### src/design/sphc_regs.vh
// Constants for the SPI host controller: register map, fields, timing.
// Included by the host controller design files.
`ifndef SPHC_REGS_VH
`define SPHC_REGS_VH

// Wishbone register offsets (byte addresses)
`define SPHC_REG_CMD_WORD   4'h0
`define SPHC_REG_CONTROL    4'h4
`define SPHC_REG_STATUS     4'h8
`define SPHC_REG_RESPONSE   4'hC

// Control register fields
`define SPHC_CTL_GO         0
`define SPHC_CTL_CALPIN     1
`define SPHC_CTL_RSTPIN     2
`define SPHC_CTL_SEQ_LO     4
`define SPHC_CTL_SEQ_HI     6
`define SPHC_CTL_RESET      8'h00

// Status register fields
`define SPHC_ST_BUSY        0
`define SPHC_ST_RESP_VALID  1
`define SPHC_ST_FIRST       2
`define SPHC_ST_IRQ         3
`define SPHC_ST_BADCMD      4

// Command control byte fields
`define SPHC_START_BIT      31
`define SPHC_RSEL_HI        30
`define SPHC_RSEL_LO        29
`define SPHC_WSEL_HI        28
`define SPHC_WSEL_LO        27
`define SPHC_RSVD_HI        26
`define SPHC_RSVD_LO        24

// Selector encodings
`define SPHC_WSEL_NULL      2'h0
`define SPHC_WSEL_MCC       2'h1
`define SPHC_WSEL_ATOMIC    2'h2
`define SPHC_WSEL_REG       2'h3
`define SPHC_RSEL_POS       2'h0

// Device command register and its command codes
`define SPHC_DEV_CMD_ADDR   16'h4000
`define SPHC_CMD_CAL_START  8'h23
`define SPHC_CMD_CAL_STOP   8'h20
`define SPHC_CMD_COPY_BASE  8'h12
`define SPHC_CMD_STORE_EE   8'h11

// Sequencer selections
`define SPHC_SEQ_NONE       2'h0
`define SPHC_SEQ_CAL_START  2'h1
`define SPHC_SEQ_CAL_STOP   2'h2
`define SPHC_SEQ_STORE      2'h3

// Timing
`define SPHC_CLK_HZ         20000000
`define SPHC_EXEC_WAIT_US   10
`define SPHC_FRAME_BITS     32

`endif

### src/design/sphc_sync.v
// Two-flop synchroniser for one level from outside the clock domain.
// Assumes clk is the controller clock; reset is synchronous, active low.
`timescale 1ns/10ps

module sphc_sync #(
    parameter RESET_VAL = 1'b0
) (
    // Clock and reset
    input wire clk,
    input wire rstn,
    // Level
    input wire asyncIn,
    output reg syncOut
);

reg meta_q;

always @(posedge clk)
begin
    if (!rstn)
    begin
        meta_q <= RESET_VAL;
        syncOut <= RESET_VAL;
    end
    else
    begin
        meta_q <= asyncIn;
        syncOut <= meta_q;
    end
end

endmodule

### src/design/sphc_host.v
// SPI host controller that drives the interpolator's serial command port.
// Assumes a Wishbone classic master on clk and the device pins on the link.
`timescale 1ns/10ps
`include "sphc_regs.vh"

module sphc_host #(
    parameter HALF_PERIOD = 4,
    parameter EXEC_WAIT = (`SPHC_EXEC_WAIT_US * (`SPHC_CLK_HZ / 1000000))
) (
    // Clock and reset
    input wire clk,
    input wire rstn,
    // Wishbone slave
    input wire wb_cyc_i,
    input wire wb_stb_i,
    input wire wb_we_i,
    input wire [3:0] wb_adr_i,
    input wire [3:0] wb_sel_i,
    input wire [31:0] wb_dat_i,
    output reg [31:0] wb_dat_o,
    output reg wb_ack_o,
    // Device serial port
    output reg spiClk,
    output reg spiMosi,
    output reg slaveSelectN,
    input wire spiMiso,
    // Device control pins
    output reg calibrateRequestN,
    output reg externalResetN,
    input wire interruptRequestN
);

localparam ST_IDLE = 3'h0;
localparam ST_SETUP = 3'h1;
localparam ST_HIGH = 3'h2;
localparam ST_LOW = 3'h3;
localparam ST_DESEL = 3'h4;
localparam ST_EXEC = 3'h5;

reg [2:0] state_q;
reg [31:0] cmdWord_q;
reg [31:0] shiftOut_q;
reg [31:0] shiftIn_q;
reg [31:0] response_q;
reg [5:0] bitCnt_q;
reg [15:0] divCnt_q;
reg [31:0] waitCnt_q;
reg [1:0] seq_q;
reg [1:0] seqStep_q;
reg respValid_q;
reg firstDone_q;
reg badCmd_q;
reg goReq_q;
reg [7:0] seqCode;
wire misoSync;
wire irqSyncN;
wire wbReq;
wire [31:0] seqWord;
wire cmdLegal;

sphc_sync #(.RESET_VAL(1'b0)) uMisoSync (
    .clk(clk),
    .rstn(rstn),
    .asyncIn(spiMiso),
    .syncOut(misoSync)
);

sphc_sync #(.RESET_VAL(1'b1)) uIrqSync (
    .clk(clk),
    .rstn(rstn),
    .asyncIn(interruptRequestN),
    .syncOut(irqSyncN)
);

assign wbReq = wb_cyc_i && wb_stb_i && !wb_ack_o;

// Command code sent by the sequencer
always @*
begin
    seqCode = `SPHC_CMD_COPY_BASE;
    case (seq_q)
        `SPHC_SEQ_CAL_START:
            seqCode = `SPHC_CMD_CAL_START;
        `SPHC_SEQ_CAL_STOP:
            seqCode = `SPHC_CMD_CAL_STOP;
        `SPHC_SEQ_STORE:
        begin
            // Store before copy would save stale baseline values
            if (seqStep_q == 2'h0)
                seqCode = `SPHC_CMD_COPY_BASE;
            else
                seqCode = `SPHC_CMD_STORE_EE;
        end
        default:
            seqCode = `SPHC_CMD_COPY_BASE;
    endcase
end

// Sequencer forms command register writes: read selector 0, write selector 3
assign seqWord = {1'b1, `SPHC_RSEL_POS, `SPHC_WSEL_REG, 3'h0,
    `SPHC_DEV_CMD_ADDR, seqCode};

// Host refuses words the device would discard
assign cmdLegal = cmdWord_q[`SPHC_START_BIT] &&
    (cmdWord_q[`SPHC_RSVD_HI:`SPHC_RSVD_LO] == 3'h0);

// Wishbone register file
always @(posedge clk)
begin
    if (!rstn)
    begin
        wb_ack_o <= 1'b0;
        wb_dat_o <= 32'h0;
        cmdWord_q <= 32'h0;
        calibrateRequestN <= 1'b1;
        externalResetN <= 1'b1;
        seq_q <= `SPHC_SEQ_NONE;
        goReq_q <= 1'b0;
        badCmd_q <= 1'b0;
    end
    else
    begin
        wb_ack_o <= wbReq;
        if (state_q == ST_SETUP)
            goReq_q <= 1'b0;
        if (state_q == ST_IDLE && goReq_q && seq_q == `SPHC_SEQ_NONE && !cmdLegal)
        begin
            goReq_q <= 1'b0;
            badCmd_q <= 1'b1;
        end
        if (state_q == ST_EXEC && waitCnt_q == 32'h0 && seq_q != `SPHC_SEQ_NONE &&
            !(seq_q == `SPHC_SEQ_STORE && seqStep_q == 2'h0))
            seq_q <= `SPHC_SEQ_NONE;
        if (wbReq && wb_we_i)
        begin
            case (wb_adr_i)
                // Raw words also carry configuration stores from software
                `SPHC_REG_CMD_WORD:
                begin
                    if (wb_sel_i[0])
                        cmdWord_q[7:0] <= wb_dat_i[7:0];
                    if (wb_sel_i[1])
                        cmdWord_q[15:8] <= wb_dat_i[15:8];
                    if (wb_sel_i[2])
                        cmdWord_q[23:16] <= wb_dat_i[23:16];
                    if (wb_sel_i[3])
                        cmdWord_q[31:24] <= wb_dat_i[31:24];
                end
                `SPHC_REG_CONTROL:
                begin
                    if (wb_sel_i[0])
                    begin
                        calibrateRequestN <= !wb_dat_i[`SPHC_CTL_CALPIN];
                        externalResetN <= !wb_dat_i[`SPHC_CTL_RSTPIN];
                        if (wb_dat_i[`SPHC_CTL_GO] && state_q == ST_IDLE && !goReq_q)
                        begin
                            goReq_q <= 1'b1;
                            seq_q <= wb_dat_i[`SPHC_CTL_SEQ_HI-1:`SPHC_CTL_SEQ_LO];
                            badCmd_q <= 1'b0;
                        end
                    end
                end
                default:
                begin
                end
            endcase
        end
        if (wbReq && !wb_we_i)
        begin
            case (wb_adr_i)
                `SPHC_REG_CMD_WORD:
                    wb_dat_o <= cmdWord_q;
                `SPHC_REG_CONTROL:
                    wb_dat_o <= {24'h0, 2'h0, seq_q, 1'b0, !externalResetN,
                        !calibrateRequestN, goReq_q};
                `SPHC_REG_STATUS:
                    wb_dat_o <= {27'h0, badCmd_q, !irqSyncN, firstDone_q,
                        respValid_q, (state_q != ST_IDLE) || goReq_q};
                `SPHC_REG_RESPONSE:
                    // Residue check left to software reading replies
                    wb_dat_o <= response_q;
                default:
                    wb_dat_o <= 32'h0;
            endcase
        end
    end
end

// Serial engine, mode zero master
always @(posedge clk)
begin
    if (!rstn)
    begin
        state_q <= ST_IDLE;
        spiClk <= 1'b0;
        spiMosi <= 1'b0;
        slaveSelectN <= 1'b1;
        shiftOut_q <= 32'h0;
        shiftIn_q <= 32'h0;
        response_q <= 32'h0;
        bitCnt_q <= 6'h0;
        divCnt_q <= 16'h0;
        waitCnt_q <= 32'h0;
        seqStep_q <= 2'h0;
        respValid_q <= 1'b0;
        firstDone_q <= 1'b0;
    end
    else
    begin
        case (state_q)
            ST_IDLE:
            begin
                spiClk <= 1'b0;
                if (goReq_q && (seq_q != `SPHC_SEQ_NONE || cmdLegal))
                begin
                    shiftOut_q <= (seq_q != `SPHC_SEQ_NONE) ? seqWord : cmdWord_q;
                    slaveSelectN <= 1'b0;
                    bitCnt_q <= 6'h0;
                    divCnt_q <= 16'h0;
                    state_q <= ST_SETUP;
                end
            end
            ST_SETUP:
            begin
                // Data set up one cycle less than a half period (HALF_PERIOD - 1 cycles) ahead of the first rising edge
                if (divCnt_q == 16'h0)
                begin
                    spiMosi <= shiftOut_q[31];
                    shiftOut_q <= {shiftOut_q[30:0], 1'b0};
                end
                if (divCnt_q == HALF_PERIOD[15:0] - 16'h1)
                begin
                    divCnt_q <= 16'h0;
                    spiClk <= 1'b1;
                    state_q <= ST_HIGH;
                end
                else
                    divCnt_q <= divCnt_q + 16'h1;
            end
            ST_HIGH:
            begin
                // Miso sample lags by the synchroniser; taken late in the high phase
                if (divCnt_q == HALF_PERIOD[15:0] - 16'h1)
                begin
                    divCnt_q <= 16'h0;
                    shiftIn_q <= {shiftIn_q[30:0], misoSync};
                    spiClk <= 1'b0;
                    bitCnt_q <= bitCnt_q + 6'h1;
                    if (bitCnt_q == `SPHC_FRAME_BITS - 1)
                        state_q <= ST_DESEL;
                    else
                    begin
                        spiMosi <= shiftOut_q[31];
                        shiftOut_q <= {shiftOut_q[30:0], 1'b0};
                        state_q <= ST_LOW;
                    end
                end
                else
                    divCnt_q <= divCnt_q + 16'h1;
            end
            ST_LOW:
            begin
                if (divCnt_q == HALF_PERIOD[15:0] - 16'h1)
                begin
                    divCnt_q <= 16'h0;
                    spiClk <= 1'b1;
                    state_q <= ST_HIGH;
                end
                else
                    divCnt_q <= divCnt_q + 16'h1;
            end
            ST_DESEL:
            begin
                if (divCnt_q == HALF_PERIOD[15:0] - 16'h1)
                begin
                    slaveSelectN <= 1'b1;
                    // Stale count would cut the setup of a follow-on frame
                    divCnt_q <= 16'h0;
                    response_q <= shiftIn_q;
                    respValid_q <= firstDone_q;
                    firstDone_q <= 1'b1;
                    waitCnt_q <= EXEC_WAIT;
                    state_q <= ST_EXEC;
                end
                else
                    divCnt_q <= divCnt_q + 16'h1;
            end
            ST_EXEC:
            begin
                // Execution time not reported by the device; fixed guard wait
                if (waitCnt_q != 32'h0)
                    waitCnt_q <= waitCnt_q - 32'h1;
                else if (seq_q == `SPHC_SEQ_STORE && seqStep_q == 2'h0)
                begin
                    // Copy to baseline must precede the EEPROM store
                    seqStep_q <= 2'h1;
                    shiftOut_q <= {seqWord[31:8], `SPHC_CMD_STORE_EE};
                    slaveSelectN <= 1'b0;
                    bitCnt_q <= 6'h0;
                    state_q <= ST_SETUP;
                end
                else
                begin
                    seqStep_q <= 2'h0;
                    state_q <= ST_IDLE;
                end
            end
            default:
                state_q <= ST_IDLE;
        endcase
    end
end

endmodule

### config.mk
export PLATFORM = sky130hd
export DESIGN_NAME = sphc_host
export DESIGN_NICKNAME = d
export VERILOG_FILES = /design/src/design/sphc_sync.v /design/src/design/sphc_host.v
export VERILOG_INCLUDE_DIRS = /design/src /design/src/design
export SDC_FILE = /design/constraint.sdc
export NUM_CORES = 1
export LEC_CHECK = 0
export ABC_AREA = 1
export BUFFER_PORTS_ARGS = -buffer_cell sky130_fd_sc_hd__clkbuf_2
export CAP_MARGIN = 40
export CORE_MARGIN = 2
export CORE_UTILIZATION = 41
export DETAILED_ROUTE_END_ITERATION = 7
export PLACE_DENSITY_LB_ADDON = 0.08
export SYNTH_ARGS = -nofsm -noshare
export SYNTH_HDL_FRONTEND = slang
export SYNTH_HIERARCHICAL = 1
export SYNTH_SLANG_ARGS = --single-unit
### constraint.sdc
create_clock -name clk -period 2.15 [get_ports clk]
set_input_delay 0 -clock clk [delete_from_list [all_inputs] [get_ports clk]]
set_output_delay 0 -clock clk [all_outputs]
set_load 0.05 [all_outputs]
== After elaboration in Yosys (flattened, before gate mapping) ==
Index checks and enable logic that the tools add are counted.

* Flip-flop bits (word level): 235
* Input bits: 47
* Output and inout bits: 38
* Word-level logic and storage cells: 174

* Add/subtract/negate cells: 3
* Eq/ne operators: 22
* Multiplexer cells: 58
* Bitwise gates (word level): 1
* Reduce and logical (&&, ||, !) cells: 62

{| class="wikitable"
|+ Operator list
! kind !! number
|-
| 32-bit two-way mux || 9
|-
| 32-bit case mux with 4 select lines || 2
|-
| 32-bit case mux with 2 select lines || 1
|-
| 6-bit case mux with 3 select lines || 2
|-
| 32-bit logical NOT || 1
|-
| 16-bit two-way mux || 2
|-
| 16-bit case mux with 2 select lines || 1
|-
| 32-bit nonzero test || 1
|-
| 32-bit by 1-bit subtractor with 32-bit output, second input constant || 1
|-
| 6-bit two-way mux || 4
|-
| 1-bit two-way mux || 21
|-
| 3-bit AND reduction || 7
|-
| 3-bit two-way mux || 6
|-
| 16-bit by 1-bit adder with 16-bit output, second input constant || 1
|-
| 16-bit by 2-bit equality test with 1-bit output, second input constant || 1
|-
| 16-bit logical NOT || 1
|-
| 1-bit logical AND || 15
|-
| 3-bit case mux with 5 select lines || 1
|-
| 5-bit AND reduction || 3
|-
| 2-bit two-way mux || 6
|-
| 3-bit nonzero test || 4
|-
| 1-bit logical NOT || 10
|-
| 2-bit by 1-bit != test with 1-bit output, second input constant || 5
|-
| 4-bit equality test, second input constant || 2
|-
| 23 further kinds || 39
|}

== Depth between registers and ports, before layout ==
Gate-level depths: netlist of run 1.

* Depth in word-level cells: 9
* Depth in mapped cells: 13
* Gate-level depth less buffers: 12

== Modules after synthesis ==
Netlist of run 1, hierarchy kept.

{| class="wikitable"
|+ Modules (own cells, without submodules)
! module !! instances !! cells an instance !! area an instance (µm²) !! sequential area each (µm²)
|-
| sphc_host || 1 || 1,567 || 10,706.5 || 4,604.4
|-
| sphc_sync || 2 || 6 || 55.1 || 40.0
|}

== Worst setup path before layout of run 1 ==
No wires, ideal clock.

* Path type: register to register
* From: reg waitCnt_q[0]
* To: reg state_q[1]
* Library setup time: 117 ps
* Data arrival time: 1,644 ps
* Required time: 2,033 ps
* Path slack: 389 ps
* Cell stages (with the launch flop): 13
* Path buffers: 1
* Clock period less this slack: 1,761 ps
* Path through: dfxtp_1 > inv_1 > ha_1 > nand2_2 > nor2_2 > nand2_1 > nor2_2 > nor2_2 > nor2_4 > buf_4 > nand2_1 > nor3_1 > nor2_1

* Word-level cells in the longest chain between the ends: 3

{| class="wikitable"
|+ RTL lines
! element !! RTL line !! text
|-
| start, declared || sphc_host.v:47 || <nowiki>reg [31:0] waitCnt_q;</nowiki>
|-
| start signal, assigned || sphc_host.v:292 || <nowiki>waitCnt_q <= waitCnt_q - 32'h1;</nowiki>
|-
| 32-bit nonzero test || sphc_host.v:291 || <nowiki>if (waitCnt_q != 32'h0)</nowiki>
|-
| 2-bit != test (no line) || -- ||
|-
| 5-bit AND reduction (no line) || -- ||
|-
| end signal, assigned || sphc_host.v:300 || <nowiki>state_q <= ST_SETUP;</nowiki>
|-
| end signal, assigned || sphc_host.v:305 || <nowiki>state_q <= ST_IDLE;</nowiki>
|-
| end signal, assigned || sphc_host.v:309 || <nowiki>state_q <= ST_IDLE;</nowiki>
|-
| end, declared || sphc_host.v:40 || <nowiki>reg [2:0] state_q;</nowiki>
|}

Every way passes these cells.
A chain may end at the register's enable or synchronous reset.

== Worst setup path in the final report of run 1 ==
* From: reg wb_ack_o
* To: reg wb_dat_o[3]

* Word-level cells in the longest chain between the ends: 3

{| class="wikitable"
|+ RTL lines
! element !! RTL line !! text
|-
| start, declared || sphc_host.v:21 || <nowiki>output reg wb_ack_o,</nowiki>
|-
| start signal, assigned || sphc_host.v:123 || <nowiki>wb_ack_o <= wbReq;</nowiki>
|-
| 1-bit logical NOT || sphc_host.v:75 || <nowiki>assign wbReq = wb_cyc_i && wb_stb_i && !wb_ack_o;</nowiki>
|-
| 1-bit logical AND || sphc_host.v:75 ||
|-
| 1-bit logical AND || sphc_host.v:168 || <nowiki>if (wbReq && !wb_we_i)</nowiki>
|-
| end signal, assigned || sphc_host.v:172 || <nowiki>wb_dat_o <= cmdWord_q;</nowiki>
|-
| end signal, assigned || sphc_host.v:174 || <nowiki>wb_dat_o <= {24'h0, 2'h0, seq_q, 1'b0, !externalResetN,</nowiki>
|-
| end signal, assigned || sphc_host.v:177 || <nowiki>wb_dat_o <= {27'h0, badCmd_q, !irqSyncN, firstDone_q,</nowiki>
|-
| end, declared || sphc_host.v:20 || <nowiki>output reg [31:0] wb_dat_o,</nowiki>
|}

Every way passes these cells.

==> metrics.txt, run 1 <==
clock buffer depth 3; commonest cells after routing, fill and taps aside nand2_1, dfxtp_1, a21oi_1; Avg Inst Size Synth about 6.9 um2; CTS Sinks 234; max-slew violations 0; Post-Synthesis Cells 1579; Vias 10790; Ys Warns 6; die area between 20000 and 30000 um2; Die H ~170 um; failing checks negative hold slack; Max VDD drop approximately 0.54 mV; final wirelength 32690 um; Filler cells between 2000 and 3000; core area between 20000 and 30000 um2; final antenna-violating net count 0; Port Buffers 84; CTS root buffer clkbuf_16; layout cells sized above 1 0.1287; vias per inst slightly above 5; I/O pin count 85; final core occ 0.5144; Pwr per Cell Area approximately 690 nW/um2; DP Area 11750 um2; Design Power between 9 and 10 mW; 1st-iter DRT viols just over 900; Total GRT Usage 0.2297; final hold slack -0.009458 ns; #FFs+latches synth 234; CP required between 2 and 3 ns; max_cap viols 0; pre-CTS WS -0.03524 ns; largest net degree at the start of global routing around 110; clk_skew between 0.01 and 0.015 ns; Worst Tran Pin Value 0.5926 ns; Tcrit/Tclk final 0.9256; Yosys cell types 37; worst-path maximum fanout 11; most common cell after layout, fill and taps aside nand2_1; H-Tree Depth 1; Mapped Area about 11000 um2; relative slew slack 0.6037; Final Worst Setup Slack between 0.15 and 0.2 ns; clock latency at the later pin of the worst-skew pair between 0.5 and 0.6 ns; first-pass GRT wire length around 53000 um; RSZ-0062 raised after global routing no; DRT Pass-1 Iters 7; Initial Util 0.4163; global route total overflow 0; worst min-delay path class in2reg; area occupied by multi-input gates 5301 um2; detailed placement HPWL between 20000 and 25000 um; crit path launch type register; register area share after synthesis 0.4331; placer congestion estimate 0.8758; Routed WL per cell 15.74 um; Clk pin slew, worst setup/hold paths ~0.06 ns; Tmin final approximately 2.0 ns; Syn Nets about 1600; WS Path Type reg2reg; CTS Buf Count 26; # rows 59; Register Area between 4000 and 5000 um2; Crit. End Element register; Die W 166.4 um; final layout net count about 1800; setup violators final 0; antenna violations before repair 1; f_max ~500 MHz; flop-to-flop setup slack around 0.16 ns; DRC Markers 0; run status complete, but fails checks; Final Hold Fails 2; leakage ~5.4 nW; WP data arrival ~2.4 ns; vias in the first global route around 10000; Area Growth Syn to Fin 23.57%; Final Cell Area 13370 um2; CTS tree yes
worst max-delay path, stage by stage, from the launching register on:
cell and delay, ns:
dfxtp_1 0.32, nor2_2 0.18, dlygate4sd3_1 0.57, inv_1 0.05
nor2_2 0.18, clkinvlp_4 0.20, buf_4 0.22, nand2_1 0.07
a21oi_1 0.06
metal layers:
layer	track usage	vias to the layer above	part of all wire
met3	0.02899	51	0.048
met4	0.07234	0	0.026
li1	-	5491	-
met1	0.3362	4985	0.49
met5	0	-	0
met2	0.3523	261	0.43
repair_timing:
action	4_1_cts	5_1_grt
gates resized for setup	1	9
setup buffers	0	10
hold buffers	57	0
gates cloned	1	1
hold endpoints to repair	59	0
pin swaps	0	4
setup endpoints to repair	32	63
power by group:
| group | internal (mW) | switching, mW |
|---|---|---|
| registers | 4.34 | 0.00354 |
| logic | 0.126 | 0.187 |
| clock network | 2.69 | 1.84 |
cell type report:
type                       count  area share
multi-input combinational   1132      0.3966
tap                          335     0.03136
timing repair buffer         202      0.1201
clock buffer                  36     0.05673
clock inverter                 9    0.008144
sequential                   234      0.3505
antenna                        1   0.0001872
inverter                     128     0.03641
stage by stage:
step | std cells | TNS [ns]
6_report | 2077 | 0
5_1_grt | 2077 | 0
4_1_cts | 2065 | 0
3_5_place_dp | 1962 | -0.4603
3_3_place_gp | 1962 | 0
2_1_floorplan | 1579 | 0
kinds of logic (layout without fill, tap and decap cells):
group	after synthesis	count (layout)	share of synthesized area
xor+xnor	18	18	0.01457
other cells	0	1	0
flops	234	234	0.4331
buf+inv	214	375	0.08016
compound gates	342	342	0.1646
simple gates	765	766	0.3006
fa+ha+maj	6	6	0.006940
sequential cells by signal, summed over array words and instances, names as in the netlist, 3 cells and up:
name / flops
state_q: 3
shiftIn_q: 32
cmdWord_q: 32
divCnt_q: 16
wb_dat_o: 32
waitCnt_q: 32
shiftOut_q: 32
response_q: 32
bitCnt_q: 6
cell usage after synthesis, drive strengths merged:
master / instances / area [um2]
a211oi: 1 / 7.510
a21oi: 210 / 1051
a22oi: 2 / 15.01
and2: 1 / 6.260
and3: 1 / 6.260
buf: 32 / 182.7
clkbuf: 54 / 202.7
clkinv: 2 / 8.750
dfxtp: 234 / 4684
ha: 6 / 75.07
inv: 126 / 473.0
nand2: 370 / 1394
nand3: 66 / 340.3
nand3b: 11 / 82.58
nand4: 50 / 312.8
nor2: 226 / 907.1
nor3: 38 / 190.2
o2111ai: 3 / 26.28
o211ai: 2 / 15.01
o21a: 3 / 22.52
o21ai: 95 / 475.5
o221ai: 2 / 17.52
o22ai: 24 / 150.1
or2: 2 / 12.51
xnor2: 1 / 8.760
xor2: 17 / 148.9
path summary, 6_finish.rpt:
path                 endpoint       startpoint  cells after the start
max               wb_dat_o[3]         wb_ack_o                      8
min                   goReq_q      wb_sel_i[0]                      5
max reg2reg       wb_dat_o[3]         wb_ack_o                      8
min reg2reg  uIrqSync/syncOut  uIrqSync/meta_q                      2
(Power assumes the default switching activity.)
==> run 2, diff against run 1 <==
HOLD_SLACK_MARGIN = 0.02   (was not set)
==> metrics.txt, run 2 (synthesized netlist as in run 1, its figures left out) <==
run status finished clean; # rows 59 (unchanged); leakage 5.423 nW (+0.23%); crit path launch type register; placer congestion estimate 0.8758 (unchanged); Initial Util 0.4163 (unchanged); Clk pwr share 0.493 (about the same); Area Growth Syn to Fin 23.88%; detailed placement HPWL 21110 um (unchanged); clk_skew 0.01331 ns (+0.0003787 ns); Pwr per Cell Area 686.2 nW/um2 (-0.24%); clock latency at the later pin of the worst-skew pair 0.54 ns (about the same); sequential group share of total power 0.473 (about the same); Vias 10830 (+0.36%); DRC Markers 0 (unchanged); Sw Ratio 0.2211 (-0.0003251); Tmin final 1.977 ns (-0.01307 ns); Die H 166.4 um (unchanged); CTS Buf Count 26 (unchanged); Comb pwr share 0.035 (about the same); first-pass GRT wire length 52920 um (+0.12%); CTS Sinks 234 (unchanged); Final Hold Fails 0 (-2); CP required 2.56 ns (about the same); Port Buffers 84 (unchanged); relative slew slack 0.6063 (+0.002548); final wirelength 32820 um (+0.39%); die area 27700 um2 (unchanged); Worst Tran Pin Value 0.5888 ns (-0.003812 ns); antenna violations before repair 2 (+1); Tcrit/Tclk final 0.9195 (-0.006079); DRT Pass-1 Iters 5 (-2); layout cells sized above 1 0.1284 (-0.0002213); I/O pin count 85 (unchanged); vias in the first global route 10180 (+0.12%); switching pwr 2.033 mW (-0.14%); final layout net count 1780 (+0.17%); largest net degree at the start of global routing 113 (unchanged); flop-to-flop setup slack 0.17 ns (about the same); vias per inst 5.203 (+0.17%); worst-path maximum fanout 11 (unchanged); max-slew violations 0 (unchanged); Routed WL per cell 15.77 um (+0.20%); Filler cells 2630 (-0.19%); clock buffer depth 3 (unchanged); worst min-delay path class in2reg; CTS root buffer clkbuf_16; Total GRT Usage 0.2301 (+0.0003549); CTS tree yes; setup violators final 0 (unchanged); WS Path Type reg2reg; WP data arrival 2.39 ns (about the same); most common cell after layout, fill and taps aside nand2_1; f_max 505.8 MHz (+0.66%); Max VDD drop 0.5382 mV (about the same); commonest cells after routing, fill and taps aside nand2_1, dfxtp_1, a21oi_1; final hold slack 0.08015 ns (+0.08961 ns); Crit. End Element register; core area 25980 um2 (unchanged); P_int 7.161 mW (about the same); final core occ 0.5156 (+0.001252); Clk pin slew, worst setup/hold paths 0.06 ns (about the same); RSZ-0062 raised after global routing no; H-Tree Depth 1 (unchanged); 1st-iter DRT viols 830 (-10%); Die W 166.4 um (unchanged); final antenna-violating net count 0 (unchanged); max_cap viols 0 (unchanged); setup_tns 0 ns (unchanged); global route total overflow 0 (unchanged)
-- run 2: changes by cell type in the layout (fill, tap and decap cells not counted) --
cell           previous run  this run
diode_2                   1         2
dlygate4sd3_1            57        60
-- run 2: final cells by class --
type                       instances  area (um2)  share of cell area
clock buffer                      36       758.2             0.05659
inverter                         128       486.7             0.03632
antenna                            2       5.005           0.0003735
clock inverter                     9       108.9            0.008124
tap                              335       419.2             0.03128
timing repair buffer             205        1635              0.1220
multi-input combinational       1132        5301              0.3956
sequential                       234        4684              0.3496
-- run 2: critical path, cell delays in order, from the launching register on --
cell	delay, ns
dfxtp_1	0.32
nor2_2	0.18
dlygate4sd3_1	0.58
inv_1	0.06
nor2_2	0.18
clkinvlp_4	0.19
buf_4	0.21
nand2_1	0.07
a21oi_1	0.06
-- run 2: stage by stage --
step / cell area (um2) / power, mW / setup slack [ns] / instances
after floorplan: 10820 / 4.574 / 0.3892 / 1579
after global placement: 11750 / 4.690 / 0.04176 / 1962
after detailed placement: 11750 / 4.690 / -0.03524 / 1962
after CTS: 13230 / 9.282 / 0.002254 / 2068
after global routing: 13400 / 9.483 / 0.01677 / 2081
final: 13400 / 9.194 / 0.1730 / 2081
-- run 2: timing repair --
item,in CTS,in global routing
pin swaps,0,4
hold buffers,60,0
cloned,1,1
resized for setup,1,9
setup endpoints to repair,32,63
buffers inserted,0,10
hold endpoints to repair,62,0
-- run 2: path summary, 6_finish.rpt --
check / end / depth (start not counted) / from
max: wb_dat_o[3] / 8 / wb_ack_o
min: wb_dat_o[3] / 6 / wb_adr_i[0]
max reg2reg: wb_dat_o[3] / 8 / wb_ack_o
min reg2reg: uIrqSync/syncOut / 2 / uIrqSync/meta_q
-- run 2: power by group through the flow --
stage                     clock network [mW]  logic [mW]  registers (mW)
after global placement                     0       0.249            4.44
final                                   4.53       0.318            4.35
after detailed placement                   0       0.248            4.44
after floorplan                            0       0.130            4.44
after global routing                    4.79       0.347            4.34
after CTS                               4.63       0.311            4.34
-- run 2: per-layer routing --
layer	routed length, um	share of wire	GRT usage
met2	14210	0.43	0.3529
met5	0	0	0
met4	847	0.026	0.07421
met1	16210	0.49	0.3359
met3	1557	0.047	0.02923
